<file path="src/rtl/pwo_pkg.sv">
// constants and types shared by the gate output and run control block
package pwo_pkg;

	// ************************************************************
	// widths and fixed-point encodings
	// ************************************************************
	localparam int PWO_DW = 18;
	localparam int PWO_PHASES = 3;
	localparam int PWO_Q_FRAC = 16;
	localparam logic signed [17:0] PWO_DUTY_ONE = 18'sh10000;
	localparam logic signed [17:0] PWO_DUTY_NEG_ONE = 18'sh30000;
	localparam logic [16:0] PWO_INV_SQRT3_Q16 = 17'h093cd;
	localparam int PWO_TAN_Q = 12;

	// ************************************************************
	// timing
	// ************************************************************
	localparam int PWO_CLK_MHZ = 200;
	localparam int PWO_PWM_FREQ_HZ = 10000;
	localparam int PWO_PWM_PERIOD_CYC = PWO_CLK_MHZ * 1000000 / PWO_PWM_FREQ_HZ;
	localparam int PWO_RECONNECT_US = 1000;
	localparam int PWO_RECONNECT_CYC = PWO_RECONNECT_US * PWO_CLK_MHZ;
	localparam int PWO_NS_PER_US = 1000;

	// ************************************************************
	// setting encodings
	// ************************************************************
	localparam logic PWO_CHAN_A_MOD = 1'b0;
	localparam logic PWO_CHAN_B_MOD = 1'b1;
	localparam logic PWO_SENSE_LN = 1'b0;
	localparam logic PWO_SENSE_LL = 1'b1;
	localparam logic PWO_MOD_SPACE_VECTOR = 1'b0;
	localparam logic PWO_MOD_SINE = 1'b1;
	localparam logic PWO_MODE_CURRENT = 1'b0;
	localparam logic PWO_MODE_VOLTAGE = 1'b1;

	// ************************************************************
	// reset values
	// ************************************************************
	localparam logic [1:0] PWO_SYNC_RST = 2'h0;
	localparam logic [2:0] PWO_GATE_RST = 3'h0;
	localparam logic signed [17:0] PWO_TGT_RST = 18'sh00000;

	// reactive/real ratio per power-factor sixteenth, Q12, saturated
	localparam logic [15:0] PWO_TAN_LUT [16] = '{
		16'hffff, 16'ha9ec, 16'h6524, 16'h475f,
		16'h3698, 16'h2bb5, 16'h23fd, 16'h1e27,
		16'h1984, 16'h15af, 16'h1266, 16'h0f7a,
		16'h0cc9, 16'h0a2e, 16'h0777, 16'h0419
	};

	typedef enum logic [1:0] {PWO_ST_OFF, PWO_ST_ON, PWO_ST_FAULT} pwo_state_t;

endpackage

</file>
<file path="src/rtl/pwo_duty_cmp.sv">
// duty clamp, duty to compare conversion and dead-time correction
`timescale 1ns/100ps
module pwo_duty_cmp
	import pwo_pkg::*;
#(
	parameter int DW = 19,
	parameter int CW = 16
)
(
	input wire logic signed [DW-1:0] duty_in,
	input wire logic signed [DW-1:0] duty_max_in,
	input wire logic signed [DW-1:0] duty_min_in,
	input wire logic [CW-1:0] period_in,
	input wire logic [CW-1:0] dt_cyc_in,
	input wire logic cur_pos_in,
	output logic signed [DW-1:0] duty_clamped_out,
	output logic [CW-1:0] cmp_out
);
	logic [DW-1:0] on_frac;
	logic [DW+CW-1:0] prod;
	logic [CW:0] raw;
	logic [CW+1:0] adj;

	always_comb
	begin
		if (duty_in > duty_max_in)
			duty_clamped_out = duty_max_in; // see [RULE1]
		else if (duty_in < duty_min_in)
			duty_clamped_out = duty_min_in; // see [RULE1]
		else
			duty_clamped_out = duty_in;
		// -1 is off all period, +1 on all period
		on_frac = DW'(duty_clamped_out + DW'(PWO_DUTY_ONE)); // see [RULE2]
		prod = (DW+CW)'(on_frac) * (DW+CW)'(period_in);
		raw = prod[PWO_Q_FRAC+1 +: CW+1]; // see [RULE20]
		if (dt_cyc_in == '0)
			adj = (CW+2)'(raw); // see [RULE14]
		else if (cur_pos_in)
			adj = (CW+2)'(raw) + (CW+2)'(dt_cyc_in); // see [RULE14]
		else if ((CW+2)'(raw) > (CW+2)'(dt_cyc_in))
			adj = (CW+2)'(raw) - (CW+2)'(dt_cyc_in);
		else
			adj = '0;
		// correction may not push past a full period
		if (adj > (CW+2)'(period_in))
			cmp_out = period_in;
		else
			cmp_out = adj[CW-1:0];
	end
endmodule

</file>
<file path="src/rtl/pwo_gate_run.sv">
// gate output stage with run and grid fault supervision
//
// Contract
// [RULE1] commanded duty is clamped between configured minimum and maximum
// [RULE2] duty is signed: -1 off, 0 half, +1 fully on, linear
// [RULE3] channel select 0: modulate A, B is complement of A
// [RULE4] channel select 1: modulate B, A is complement of B
// [RULE5] gates active high, all held low whenever converter is off
// [RULE6] a switch is closed by driving its gate high, opened low
// [RULE7] grid sense select: 0 line-to-neutral, 1 line-to-line
// [RULE8] grid voltage or frequency fault while on forces fault state, outputs off
// [RULE9] auto recovery clears grid faults after reconnect delay, returns on
// [RULE10] without auto recovery grid faults latch until a fault reset
// [RULE11] current mode, power factor unused: both targets from own setpoints
// [RULE12] current mode, power factor used: reactive derived from real and pf
// [RULE13] voltage mode: regulator output is real target, reactive from pf
// [RULE14] dead-time correction sized by programmed dead time, zero disables
// [RULE15] modulation type: 0 space vector, 1 sinusoidal
// [RULE16] hardware run control: on while isolated run input high
// [RULE17] hardware run control: isolated reset rising edge clears latched faults
// [RULE18] hardware run control: software run command ignored
// [RULE19] software run control: isolated run and reset inputs ignored
// [RULE20] compare equals half of one plus duty times carrier period
`timescale 1ns/100ps
module pwo_gate_run
	import pwo_pkg::*;
#(
	parameter int CW = 16,
	parameter int PWM_PERIOD_CYC = PWO_PWM_PERIOD_CYC,
	parameter int RECONNECT_CYC = PWO_RECONNECT_CYC
)
(
	input wire logic ref_clk_in,
	input wire logic sys_rst_in,
	input wire logic signed [17:0] duty_max_in,
	input wire logic signed [17:0] duty_min_in,
	input wire logic chan_sel_in,
	input wire logic sense_sel_in,
	input wire logic auto_recover_in,
	input wire logic pf_use_in,
	input wire logic mod_type_in,
	input wire logic hw_run_en_in,
	input wire logic [15:0] dead_time_ns_in,
	input wire logic ctrl_mode_in,
	input wire logic signed [17:0] id_set_in,
	input wire logic signed [17:0] iq_set_in,
	input wire logic signed [17:0] pf_set_in,
	input wire logic signed [17:0] vreg_out_in,
	input wire logic [PWO_PHASES*18-1:0] phase_ref_in,
	input wire logic [PWO_PHASES-1:0] cur_pos_in,
	input wire logic run_cmd_in,
	input wire logic fault_reset_cmd_in,
	input wire logic iso_run_in,
	input wire logic iso_fault_reset_in,
	input wire logic [15:0] grid_v_in,
	input wire logic [15:0] grid_v_min_in,
	input wire logic [15:0] grid_v_max_in,
	input wire logic [15:0] grid_freq_in,
	input wire logic [15:0] grid_f_min_in,
	input wire logic [15:0] grid_f_max_in,
	input wire logic other_fault_in,
	output logic [PWO_PHASES-1:0] gate_a_out,
	output logic [PWO_PHASES-1:0] gate_b_out,
	output logic [1:0] state_out,
	output logic grid_v_fault_out,
	output logic grid_f_fault_out,
	output logic other_fault_out,
	output logic signed [17:0] id_tgt_out,
	output logic signed [17:0] iq_tgt_out,
	output logic [15:0] grid_v_ln_out
);
	if (PWM_PERIOD_CYC < 2 || PWM_PERIOD_CYC >= 2 ** CW)
	begin : g_chk_period
		$error("carrier period does not fit the counter");
	end
	if (RECONNECT_CYC < 1 || RECONNECT_CYC >= 2 ** 30)
	begin : g_chk_recon
		$error("reconnect delay out of range");
	end

	localparam logic [CW-1:0] PERIOD = CW'(PWM_PERIOD_CYC);
	localparam logic [29:0] RECON_LAST = 30'(RECONNECT_CYC - 1);

	pwo_state_t state;
	pwo_state_t next_state;
	logic [1:0] iso_sync;
	logic iso_rst_d;
	logic run_eff;
	logic iso_rise;
	logic fault_rst_eff;
	logic [15:0] grid_v_ln;
	logic v_bad;
	logic f_bad;
	logic grid_bad;
	logic grid_v_fault;
	logic grid_f_fault;
	logic other_fault;
	logic [29:0] recon_cnt;
	logic recover_done;
	logic [CW-1:0] carrier;
	logic [CW-1:0] dt_cyc;
	logic signed [18:0] duty [PWO_PHASES];
	logic signed [18:0] duty_clamped [PWO_PHASES];
	logic [CW-1:0] cmp_next [PWO_PHASES];
	logic [CW-1:0] cmp [PWO_PHASES];
	logic [PWO_PHASES-1:0] pwm_on;
	logic [PWO_PHASES-1:0] gate_a;
	logic [PWO_PHASES-1:0] gate_b;
	logic signed [17:0] id_tgt;
	logic signed [17:0] iq_tgt;

	// ************************************************************
	// isolated pins and run source selection
	// ************************************************************
	pwo_sync #(.W(2)) u_iso_sync (
		.ref_clk_in(ref_clk_in),
		.sys_rst_in(sys_rst_in),
		.async_in({iso_fault_reset_in, iso_run_in}),
		.sync_out(iso_sync)
	);

	always_ff @(posedge ref_clk_in)
	begin
		if (sys_rst_in)
			iso_rst_d <= 1'b0;
		else
			iso_rst_d <= iso_sync[1];
	end

	assign iso_rise = iso_sync[1] & ~iso_rst_d;
	// an open pin reads low, so the converter stays off
	assign run_eff = hw_run_en_in ? iso_sync[0] : run_cmd_in; // see [RULE16] see [RULE18] see [RULE19]
	assign fault_rst_eff = hw_run_en_in ? iso_rise : fault_reset_cmd_in; // see [RULE17] see [RULE19]

	// ************************************************************
	// grid supervision
	// ************************************************************
	always_ff @(posedge ref_clk_in)
	begin
		if (sys_rst_in)
			grid_v_ln <= 16'h0000;
		else if (sense_sel_in == PWO_SENSE_LL)
			grid_v_ln <= 16'((33'(grid_v_in) * 33'(PWO_INV_SQRT3_Q16)) >> PWO_Q_FRAC); // see [RULE7]
		else
			grid_v_ln <= grid_v_in; // see [RULE7]
	end

	assign v_bad = (grid_v_ln < grid_v_min_in) || (grid_v_ln > grid_v_max_in);
	assign f_bad = (grid_freq_in < grid_f_min_in) || (grid_freq_in > grid_f_max_in);
	assign grid_bad = v_bad | f_bad;

	// a still-present condition re-asserts its flag over a clear
	always_ff @(posedge ref_clk_in)
	begin
		if (sys_rst_in)
		begin
			grid_v_fault <= 1'b0;
			grid_f_fault <= 1'b0;
		end
		else
		begin
			grid_v_fault <= (grid_v_fault & ~(fault_rst_eff | recover_done))
				| (v_bad & (state == PWO_ST_ON | grid_v_fault)); // see [RULE8] see [RULE10]
			grid_f_fault <= (grid_f_fault & ~(fault_rst_eff | recover_done))
				| (f_bad & (state == PWO_ST_ON | grid_f_fault)); // see [RULE8] see [RULE10]
		end
	end

	always_ff @(posedge ref_clk_in)
	begin
		if (sys_rst_in)
			other_fault <= 1'b0;
		else
			other_fault <= (other_fault & ~fault_rst_eff) | other_fault_in;
	end

	// ************************************************************
	// automatic grid reconnect timer
	// ************************************************************
	always_ff @(posedge ref_clk_in)
	begin
		if (sys_rst_in)
			recon_cnt <= 30'h00000000;
		else if (state == PWO_ST_FAULT && auto_recover_in && !grid_bad && !other_fault
			&& run_eff && (grid_v_fault | grid_f_fault) && !recover_done)
			recon_cnt <= recon_cnt + 30'h00000001; // see [RULE9]
		else
			recon_cnt <= 30'h00000000;
	end

	assign recover_done = (recon_cnt == RECON_LAST); // see [RULE9]

	// ************************************************************
	// run state
	// ************************************************************
	always_comb
	begin
		next_state = state;
		case (state)
			PWO_ST_OFF:
				if (grid_v_fault | grid_f_fault | other_fault)
					next_state = PWO_ST_FAULT;
				else if (run_eff)
					next_state = PWO_ST_ON;
			PWO_ST_ON:
				if (grid_bad | other_fault_in)
					next_state = PWO_ST_FAULT; // see [RULE8]
				else if (!run_eff)
					next_state = PWO_ST_OFF;
			PWO_ST_FAULT:
				if (!(grid_v_fault | grid_f_fault | other_fault))
					next_state = (run_eff && auto_recover_in) ? PWO_ST_ON : PWO_ST_OFF; // see [RULE9]
			default:
				next_state = PWO_ST_OFF;
		endcase
	end

	always_ff @(posedge ref_clk_in)
	begin
		if (sys_rst_in)
			state <= PWO_ST_OFF;
		else
			state <= next_state;
	end

	// ************************************************************
	// current targets
	// ************************************************************
	function automatic logic signed [17:0] pwo_react(input logic signed [17:0] re_cur,
		input logic signed [17:0] pf);
		logic [17:0] pf_abs;
		logic [15:0] ratio;
		logic signed [35:0] prod;
		pf_abs = pf[17] ? 18'(-pf) : 18'(pf);
		ratio = (pf_abs >= 18'(PWO_DUTY_ONE)) ? 16'h0000 : PWO_TAN_LUT[pf_abs[15:12]];
		prod = (36'(re_cur) * $signed({20'h00000, ratio})) >>> PWO_TAN_Q;
		if (pf[17])
			prod = -prod;
		if (prod > 36'sh00001ffff)
			return 18'sh1ffff;
		else if (prod < -36'sh000020000)
			return 18'sh20000;
		else
			return prod[17:0];
	endfunction

	always_ff @(posedge ref_clk_in)
	begin
		if (sys_rst_in)
		begin
			id_tgt <= PWO_TGT_RST;
			iq_tgt <= PWO_TGT_RST;
		end
		else if (ctrl_mode_in == PWO_MODE_VOLTAGE)
		begin
			id_tgt <= vreg_out_in; // see [RULE13]
			iq_tgt <= pwo_react(vreg_out_in, pf_set_in); // see [RULE13]
		end
		else if (pf_use_in)
		begin
			id_tgt <= id_set_in;
			iq_tgt <= pwo_react(id_set_in, pf_set_in); // see [RULE12]
		end
		else
		begin
			id_tgt <= id_set_in; // see [RULE11]
			iq_tgt <= iq_set_in; // see [RULE11]
		end
	end

	// ************************************************************
	// modulation and carrier
	// ************************************************************
	always_comb
	begin
		logic signed [17:0] mx;
		logic signed [17:0] mn;
		logic signed [18:0] offs;
		mx = $signed(phase_ref_in[17:0]);
		mn = mx;
		offs = '0;
		for (int p = 1; p < PWO_PHASES; p++)
		begin
			if ($signed(phase_ref_in[p*18 +: 18]) > mx)
				mx = $signed(phase_ref_in[p*18 +: 18]);
			if ($signed(phase_ref_in[p*18 +: 18]) < mn)
				mn = $signed(phase_ref_in[p*18 +: 18]);
		end
		// min-max zero-sequence injection is the space-vector equivalent
		offs = -((19'(mx) + 19'(mn)) >>> 1);
		for (int p = 0; p < PWO_PHASES; p++)
		begin
			if (mod_type_in == PWO_MOD_SPACE_VECTOR)
				duty[p] = 19'($signed(phase_ref_in[p*18 +: 18])) + offs; // see [RULE15]
			else
				duty[p] = 19'($signed(phase_ref_in[p*18 +: 18])); // see [RULE15]
		end
	end

	always_ff @(posedge ref_clk_in)
	begin
		if (sys_rst_in)
			dt_cyc <= '0;
		else
			dt_cyc <= CW'(32'(dead_time_ns_in) * PWO_CLK_MHZ / PWO_NS_PER_US); // see [RULE14]
	end

	always_ff @(posedge ref_clk_in)
	begin
		if (sys_rst_in || carrier == PERIOD - CW'(1))
			carrier <= '0;
		else
			carrier <= carrier + CW'(1);
	end

	// ************************************************************
	// per-phase compare and gate drive
	// ************************************************************
	for (genvar i = 0; i < PWO_PHASES; i++)
	begin : g_phase
		pwo_duty_cmp #(.DW(19), .CW(CW)) u_cmp (
			.duty_in(duty[i]),
			.duty_max_in(19'(duty_max_in)),
			.duty_min_in(19'(duty_min_in)),
			.period_in(PERIOD),
			.dt_cyc_in(dt_cyc),
			.cur_pos_in(cur_pos_in[i]),
			.duty_clamped_out(duty_clamped[i]),
			.cmp_out(cmp_next[i])
		);

		// new compare only at carrier wrap, so no runt pulses
		always_ff @(posedge ref_clk_in)
		begin
			if (sys_rst_in)
				cmp[i] <= '0;
			else if (carrier == PERIOD - CW'(1))
				cmp[i] <= cmp_next[i];
		end

		assign pwm_on[i] = carrier < cmp[i];

		always_ff @(posedge ref_clk_in)
		begin
			if (sys_rst_in || state != PWO_ST_ON)
			begin
				gate_a[i] <= 1'b0; // see [RULE5]
				gate_b[i] <= 1'b0; // see [RULE5]
			end
			else if (chan_sel_in == PWO_CHAN_A_MOD)
			begin
				gate_a[i] <= pwm_on[i]; // see [RULE3] see [RULE6]
				gate_b[i] <= ~pwm_on[i]; // see [RULE3]
			end
			else
			begin
				gate_b[i] <= pwm_on[i]; // see [RULE4] see [RULE6]
				gate_a[i] <= ~pwm_on[i]; // see [RULE4]
			end
		end
	end

	assign gate_a_out = gate_a;
	assign gate_b_out = gate_b;
	assign state_out = state;
	assign grid_v_fault_out = grid_v_fault;
	assign grid_f_fault_out = grid_f_fault;
	assign other_fault_out = other_fault;
	assign id_tgt_out = id_tgt;
	assign iq_tgt_out = iq_tgt;
	assign grid_v_ln_out = grid_v_ln;
endmodule

</file>
<file path="src/rtl/pwo_sync.sv">
// two-flop synchroniser for pin inputs
`timescale 1ns/100ps
module pwo_sync
	import pwo_pkg::*;
#(
	parameter int W = 2
)
(
	input wire logic ref_clk_in,
	input wire logic sys_rst_in,
	input wire logic [W-1:0] async_in,
	output logic [W-1:0] sync_out
);
	logic [W-1:0] meta;
	logic [W-1:0] stable;

	always_ff @(posedge ref_clk_in)
	begin
		if (sys_rst_in)
		begin
			meta <= '0;
			stable <= '0;
		end
		else
		begin
			meta <= async_in;
			stable <= meta;
		end
	end

	assign sync_out = stable;
endmodule

</file>
<file path="config.mk">
export PLATFORM = sky130hd
export DESIGN_NAME = pwo_gate_run
export DESIGN_NICKNAME = d
export VERILOG_FILES = /design/src/rtl/pwo_pkg.sv /design/src/rtl/pwo_duty_cmp.sv /design/src/rtl/pwo_gate_run.sv /design/src/rtl/pwo_sync.sv
export SDC_FILE = /design/constraint.sdc
export NUM_CORES = 2
export LEC_CHECK = 0
export BUFFER_PORTS_ARGS = -buffer_cell sky130_fd_sc_hd__buf_2
export CORE_UTILIZATION = 52
export CTS_CLUSTER_DIAMETER = 60
export CTS_CLUSTER_SIZE = 28
export DETAILED_ROUTE_END_ITERATION = 8
export GPL_ROUTABILITY_DRIVEN = 0
export PLACE_DENSITY = 0.71
export SLEW_MARGIN = 20
export SYNTH_ARGS = -nofsm -noshare
export SYNTH_HDL_FRONTEND = slang
export SYNTH_SLANG_ARGS = --single-unit
</file>
<file path="constraint.sdc">
create_clock -name ref_clk_in -period 23.5 [get_ports ref_clk_in]
set_input_delay 1.175 -clock ref_clk_in [delete_from_list [all_inputs] [get_ports ref_clk_in]]
set_output_delay 1.175 -clock ref_clk_in [all_outputs]
set_load 0.02 [all_outputs]
</file>
# [After elaboration in Yosys (flattened, before gate mapping)]
# Memories as Yosys holds them, arrays and structs flattened.
# Index checks and enable logic that the tools add are counted.
[classes] addsub=19 n_mul=7 div=1 magnitude_cmp=29 eq_ne=8 mux=67 n_bitwise=27 reduce_logical=18
[op_table] op="$mux W18" n=21
[op_table] op="$mux W36" n=7
[op_table] op="$mux W19" n=9
[op_table] op="$mux W16" n=10
[op_table] op="$mul A19 B10 Y29 const B" n=3
[op_table] op="$lt A16 B16 Y1" n=5
[op_table] op="$gt A36 B18 Y1 const B" n=2
[op_table] op="$lt A36 B18 Y1 const B" n=2
[op_table] op="$neg A23 Y36" n=2
[op_table] op="$mul A18 B17 Y35" n=2
[op_table] op="$add A18 B19 Y19" n=3
[op_table] op="$add A19 B18 Y19 const B" n=3
[op_table] op="$gt A19 B18 Y1" n=3
[op_table] op="$lt A19 B18 Y1" n=3
[op_table] op="$add A17 B16 Y18" n=3
[op_table] op="$gt A18 B15 Y1 const B" n=3
[op_table] op="$sub A17 B16 Y18" n=3
[op_table] op="$gt A17 B16 Y1" n=3
[op_table] op="$gt A18 B18 Y1" n=2
[op_table] op="$lt A18 B18 Y1" n=2
[op_table] op="$div A24 B10 Y32 const B" n=1
[op_table] op="$gt A16 B16 Y1" n=2
[op_table] op="$mul A16 B16 Y32 const B" n=1
[op_table] op="$add A30 B1 Y30 const B" n=1
[op_table] op="29 further kinds" n=80
[totals] register_bits=130 mem_bits_rw=48 romBits=256 input_bits=291 out_inout_bits=63 word_cells=197 memories=2
[mem_list] name="(no name shown)" words=16 width=16 read_ports=1 rd_ports_with_merged_regs=0 write_ports=0 line="pwo_gate_run.sv:235" text="ratio = (pf_abs >= 18'(PWO_DUTY_ONE)) ? 16'h0000 : PWO_TAN_LUT[pf_abs[15:12]];"
[mem_list] name="cmp" words=3 width=16 read_ports=3 rd_ports_with_merged_regs=0 write_ports=3 line="pwo_gate_run.sv:105" text="logic [CW-1:0] cmp [PWO_PHASES];"

# [Logic depth before layout (Yosys ltp)]
[depth] depth_word=20 depth_mapped=132 mapped_depth_nobuf=131

# [Cells and area by module]
# Synthesis repeated with hierarchy kept, for this count alone.
[hier_totals] cells_unflattened=10883 hier_area_um2=89722.3
[modules_own_cells] module="pwo_gate_run" instances=1 cells_each=5565 area_per_inst_um2=47638.2 seq_area_each_um2=3943.8
[modules_own_cells] module="pwo_duty_cmp (g_phase[0].u_cmp ...)" instances=2 cells_each=1791 area_per_inst_um2=14071.0 seq_area_each_um2=0.0
[modules_own_cells] module="pwo_duty_cmp (g_phase[1].u_cmp)" instances=1 cells_each=1728 area_per_inst_um2=13837.0 seq_area_each_um2=0.0
[modules_own_cells] module="pwo_sync" instances=1 cells_each=8 area_per_inst_um2=105.1 seq_area_each_um2=80.1

# [Least setup slack after synthesis]
# Ideal clock, no wire load.
[synth_path] kind="input to register" start="input phase_ref_in[1]" end="memory cmp[0][10], data pin" setup_ps=275 t_arrival_ps=20375 required_ps=23225 slack_ps=2850 path_stages=120 path_buffers=4 cell_sequence="inv_1 ha_1 nor2b_1 o21a_1 o21a_1 o21a_1 o21a_1 o21ai_0 a21oi_1 o31ai_1 a31oi_1 nand2_1 buf_1 nor2_1 a21oi_1 ha_1 nor2b_1 o21ai_0 (+84 left out) nor2_1 ha_1 nand4_1 nor2b_1 a211oi_1 nor2b_1 o21ai_0 nand2b_1 nor2b_1 nor2_1 o21ai_0 nor3_1 a21oi_1 nand4b_1 o211a_1 a211oi_1 or2_2 a31oi_1"
[synth_rtl] element="start, declared" line="pwo_gate_run.sv:49" text="input wire logic [PWO_PHASES*18-1:0] phase_ref_in,"
[synth_rtl] element="end, declared" line="pwo_gate_run.sv:105"

==> summary.txt <==
STA
  • Hold violation count in the final report: 0
  • Relative slew slack: ~28%
  • Min Tclk post-route: about 22 ns
  • Layout Skew: between 0.02 and 0.025 ns
  • Fmax: about 45 MHz
  • Worst slew pin tran: approximately 1.1 ns
  • Slew Viols, Final: 0
  • Final period util: 93.66%
  • Final setup vio count: 0

Synth
  • Cell variety after synth: ~150
  • FFs w/ async S/R, synth: 0%
  • Syn Inst Count: roughly 8,400
  • Mapped Area: approximately 68,000 um2
  • Compound-Gate Fraction of Synth Area: between 15 and 20%
  • Synth Area in XOR/XNOR: between 5 and 6%
  • Seq/Total Area, Yosys: approximately 5.9%
  • Multiplexer area fraction after synthesis: under 10%
  • Largest family of logic cells by synthesized area: adder cells
  • Simple-Gate Fraction of Synth Area: roughly 18%
  • Number of flops mapped to enable cells by yosys: 48
  • Synthesized flop and latch total: about 180
  • Syn avg cell area: around 8 um2
  • YS warnings: 0
  • Top FF cell, synth: dfxtp_1
  • Post-synthesis adder-cell area fraction: a little over two fifths

Placement
  • Post-DP HPWL: 155,200 um
  • Port Buf Inserts: about 350
  • Post-DP Area: around 71,000 um2

Clocking
  • Inserted Clock Buffers: 17
  • Htree depth: 4
  • Clock Path Buffers: 2
  • Clk sinks: 177
  • Clk Latency, worst-skew pair: 0.51 ns
  • Worst-path clk slew: roughly 0.08 ns
  • CTS tree: done
  • Root buf cell: clkbuf_16

Global route
  • Largest net degree at the start of global routing: 95
  • GRT Overall Usage: 28.44%
  • Initial antenna violation count: 4
  • First-pass GRT wire length: just over 300,000 um
  • Vias in the first global route: 59,070
  • Overflow after GRT: 0

Setup path
  • Critical Path AT: 22.33 ns
  • Crit path max fanout: 22
  • Crit path required time: ~24 ns
  • Startpoint Class: primary input
  • Cell mode on critical path: o21a_1
  • Worst Setup Path Type: primary input to flop
  • CP max stage delay: roughly 0.54 ns
  • Worst setup EP type: flop
  • Worst path slowest cell: fa_1

Floorplan
  • Core Region: between 100,000 and 150,000 um2
  • I/O Pins: about 350
  • Row cnt: 132
  • Full die area: between 100,000 and 150,000 um2
  • Initial Utilization: 52.41%
  • Die Width: between 300 and 400 um
  • Die Y: about 360 um

Routing
  • Final WL: about 190,000 um
  • DR iter-0 viols: approximately 5,600
  • First-pass iteration count of the detailed router: 9
  • Drc violations: 0
  • Vias: roughly 60,000
  • Final ANT Viol Nets: 0
  • Wirelength per Cell: about 18 um
  • Routed vias/inst: 5.793

Final layout
  • Post-Layout Inst Area: 72,300 um2
  • Fraction of layout instances using a drive strength above 1: 7.580%
  • Most frequent cells in the layout: inv_1 (1,474), ha_1 (1,046), fa_1 (812)
  • Layout area overhead: 6.391%
  • Layout Nets: 10,750
  • Most common cell after layout, fill and taps aside: inv_1
  • Fill cells: around 12,000

Run status
  • Status: finished clean

Run
  • MaxCap Viol Count: 0

Hold path
  • Hold Path Class: flop to flop
==> timing repair <==
action,CTS,global route
buffers inserted,0,11
hold buffers,0,0
gates resized for setup,0,34
setup endpoints to repair,0,44
==> worst max-delay path: cells and delay by family <==
family,cells,cell delay (ns)
AND/OR/NAND/NOR,29,4.64
AO/OA/AOI/OAI,58,9.89
buffers and inverters,13,1.57
multiplexers,1,0.27
XOR/XNOR,3,0.65
adder cells (fa/ha/maj),12,4.11
==> final cells by class <==
type	instances	area [um2]	share of cell area, %
Clock buffer	19	454.2	0.6282
Tap cell	1742	2180	3.015
Timing Repair inverter	1	5.005	0.006923
Clock inverter	13	166.4	0.2302
Multi-Input combinational cell	6505	57610	79.69
Timing Repair Buffer	422	2291	3.169
Sequential cell	177	4024	5.566
Antenna cell	1	2.502	0.003461
Inverter	1478	5559	7.689
==> cell usage after synthesis, types with 83 or more instances <==
cell      count  area [um2]
a21o_1      171        1284
a21oi_1     360        1802
and2_1      285        1783
clkbuf_1    208       780.8
dfxtp_1     129        2582
fa_1        812       16260
ha_1       1048       13110
inv_1      1474        5533
mux2i_1     122        1221
nand2_1     674        2530
nand2b_1     83       519.3
nand3_1     113       565.5
nor2_1      745        2796
nor2b_1     113       706.9
nor3_1      156       780.8
o21a_1      134        1006
o21ai_0     317        1587
xnor2_1     258        2260
xor2_1      135        1182
==> kinds of logic after synthesis <==
family                   Yosys count
buffers and inverters           1726
other                              1
XOR/XNOR                         399
flip-flops                       177
multiplexers                     137
AND/OR/NAND/NOR                 2519
AO/OA/AOI/OAI                   1587
adder cells (fa/ha/maj)         1860
==> metal layers <==
layer / global-route usage (%) / vias to the layer above / wire length [um]
met3: 3.632 / 396 / 15150
met4: 9.771 / 2 / 6508
met1: 39.16 / 28990 / 82030
met5: 0 / - / 16
li1: - / 28270 / -
met2: 45.87 / 2342 / 84010
==> per-stage QoR <==
step / setup WS, ns / std cells / hold WS [ns] / TNS, ns / utilization [%]
2_1_floorplan: 2.850 / 8408 / 0.4138 / 0 / -
3_3_place_gp: 0.6886 / 10310 / 0.4210 / 0 / 55.11
3_5_place_dp: 0.3446 / 10310 / 0.4344 / 0 / 55.11
4_1_cts: 0.7814 / 10350 / 0.4521 / 0 / 55.59
5_1_grt: -0.03719 / 10360 / 0.4683 / -0.04727 / 55.76
6_report: 1.490 / 10360 / 0.4489 / 0 / 55.76
==> flip-flops by register name (all words and copies together), names as in the netlist <==
register	count
cmp	48
recon_cnt	30
id_tgt_out	18
iq_tgt_out	18
carrier	16
grid_v_ln_out	16
dt_cyc	15
gate_a_out	3
gate_b_out	3
state_out	2
u_iso_sync.meta	2
u_iso_sync.sync_out	2
grid_f_fault_out	1
grid_v_fault_out	1
iso_rst_d	1
other_fault_out	1
==> path summary, 6_finish.rpt <==
check                      from                      to  slack (ns)  cells past startpoint
max             phase_ref_in[1]              cmp[0][11]        1.49                    116
min          u_iso_sync.meta[0]  u_iso_sync.sync_out[0]        0.45                      1
max reg2reg           dt_cyc[1]               cmp[1][0]       17.99                     27
min reg2reg  u_iso_sync.meta[0]  u_iso_sync.sync_out[0]        0.45                      1
Power is not shown: default switching activity piles up to over one toggle a cycle in this logic, so the estimate is an artifact.
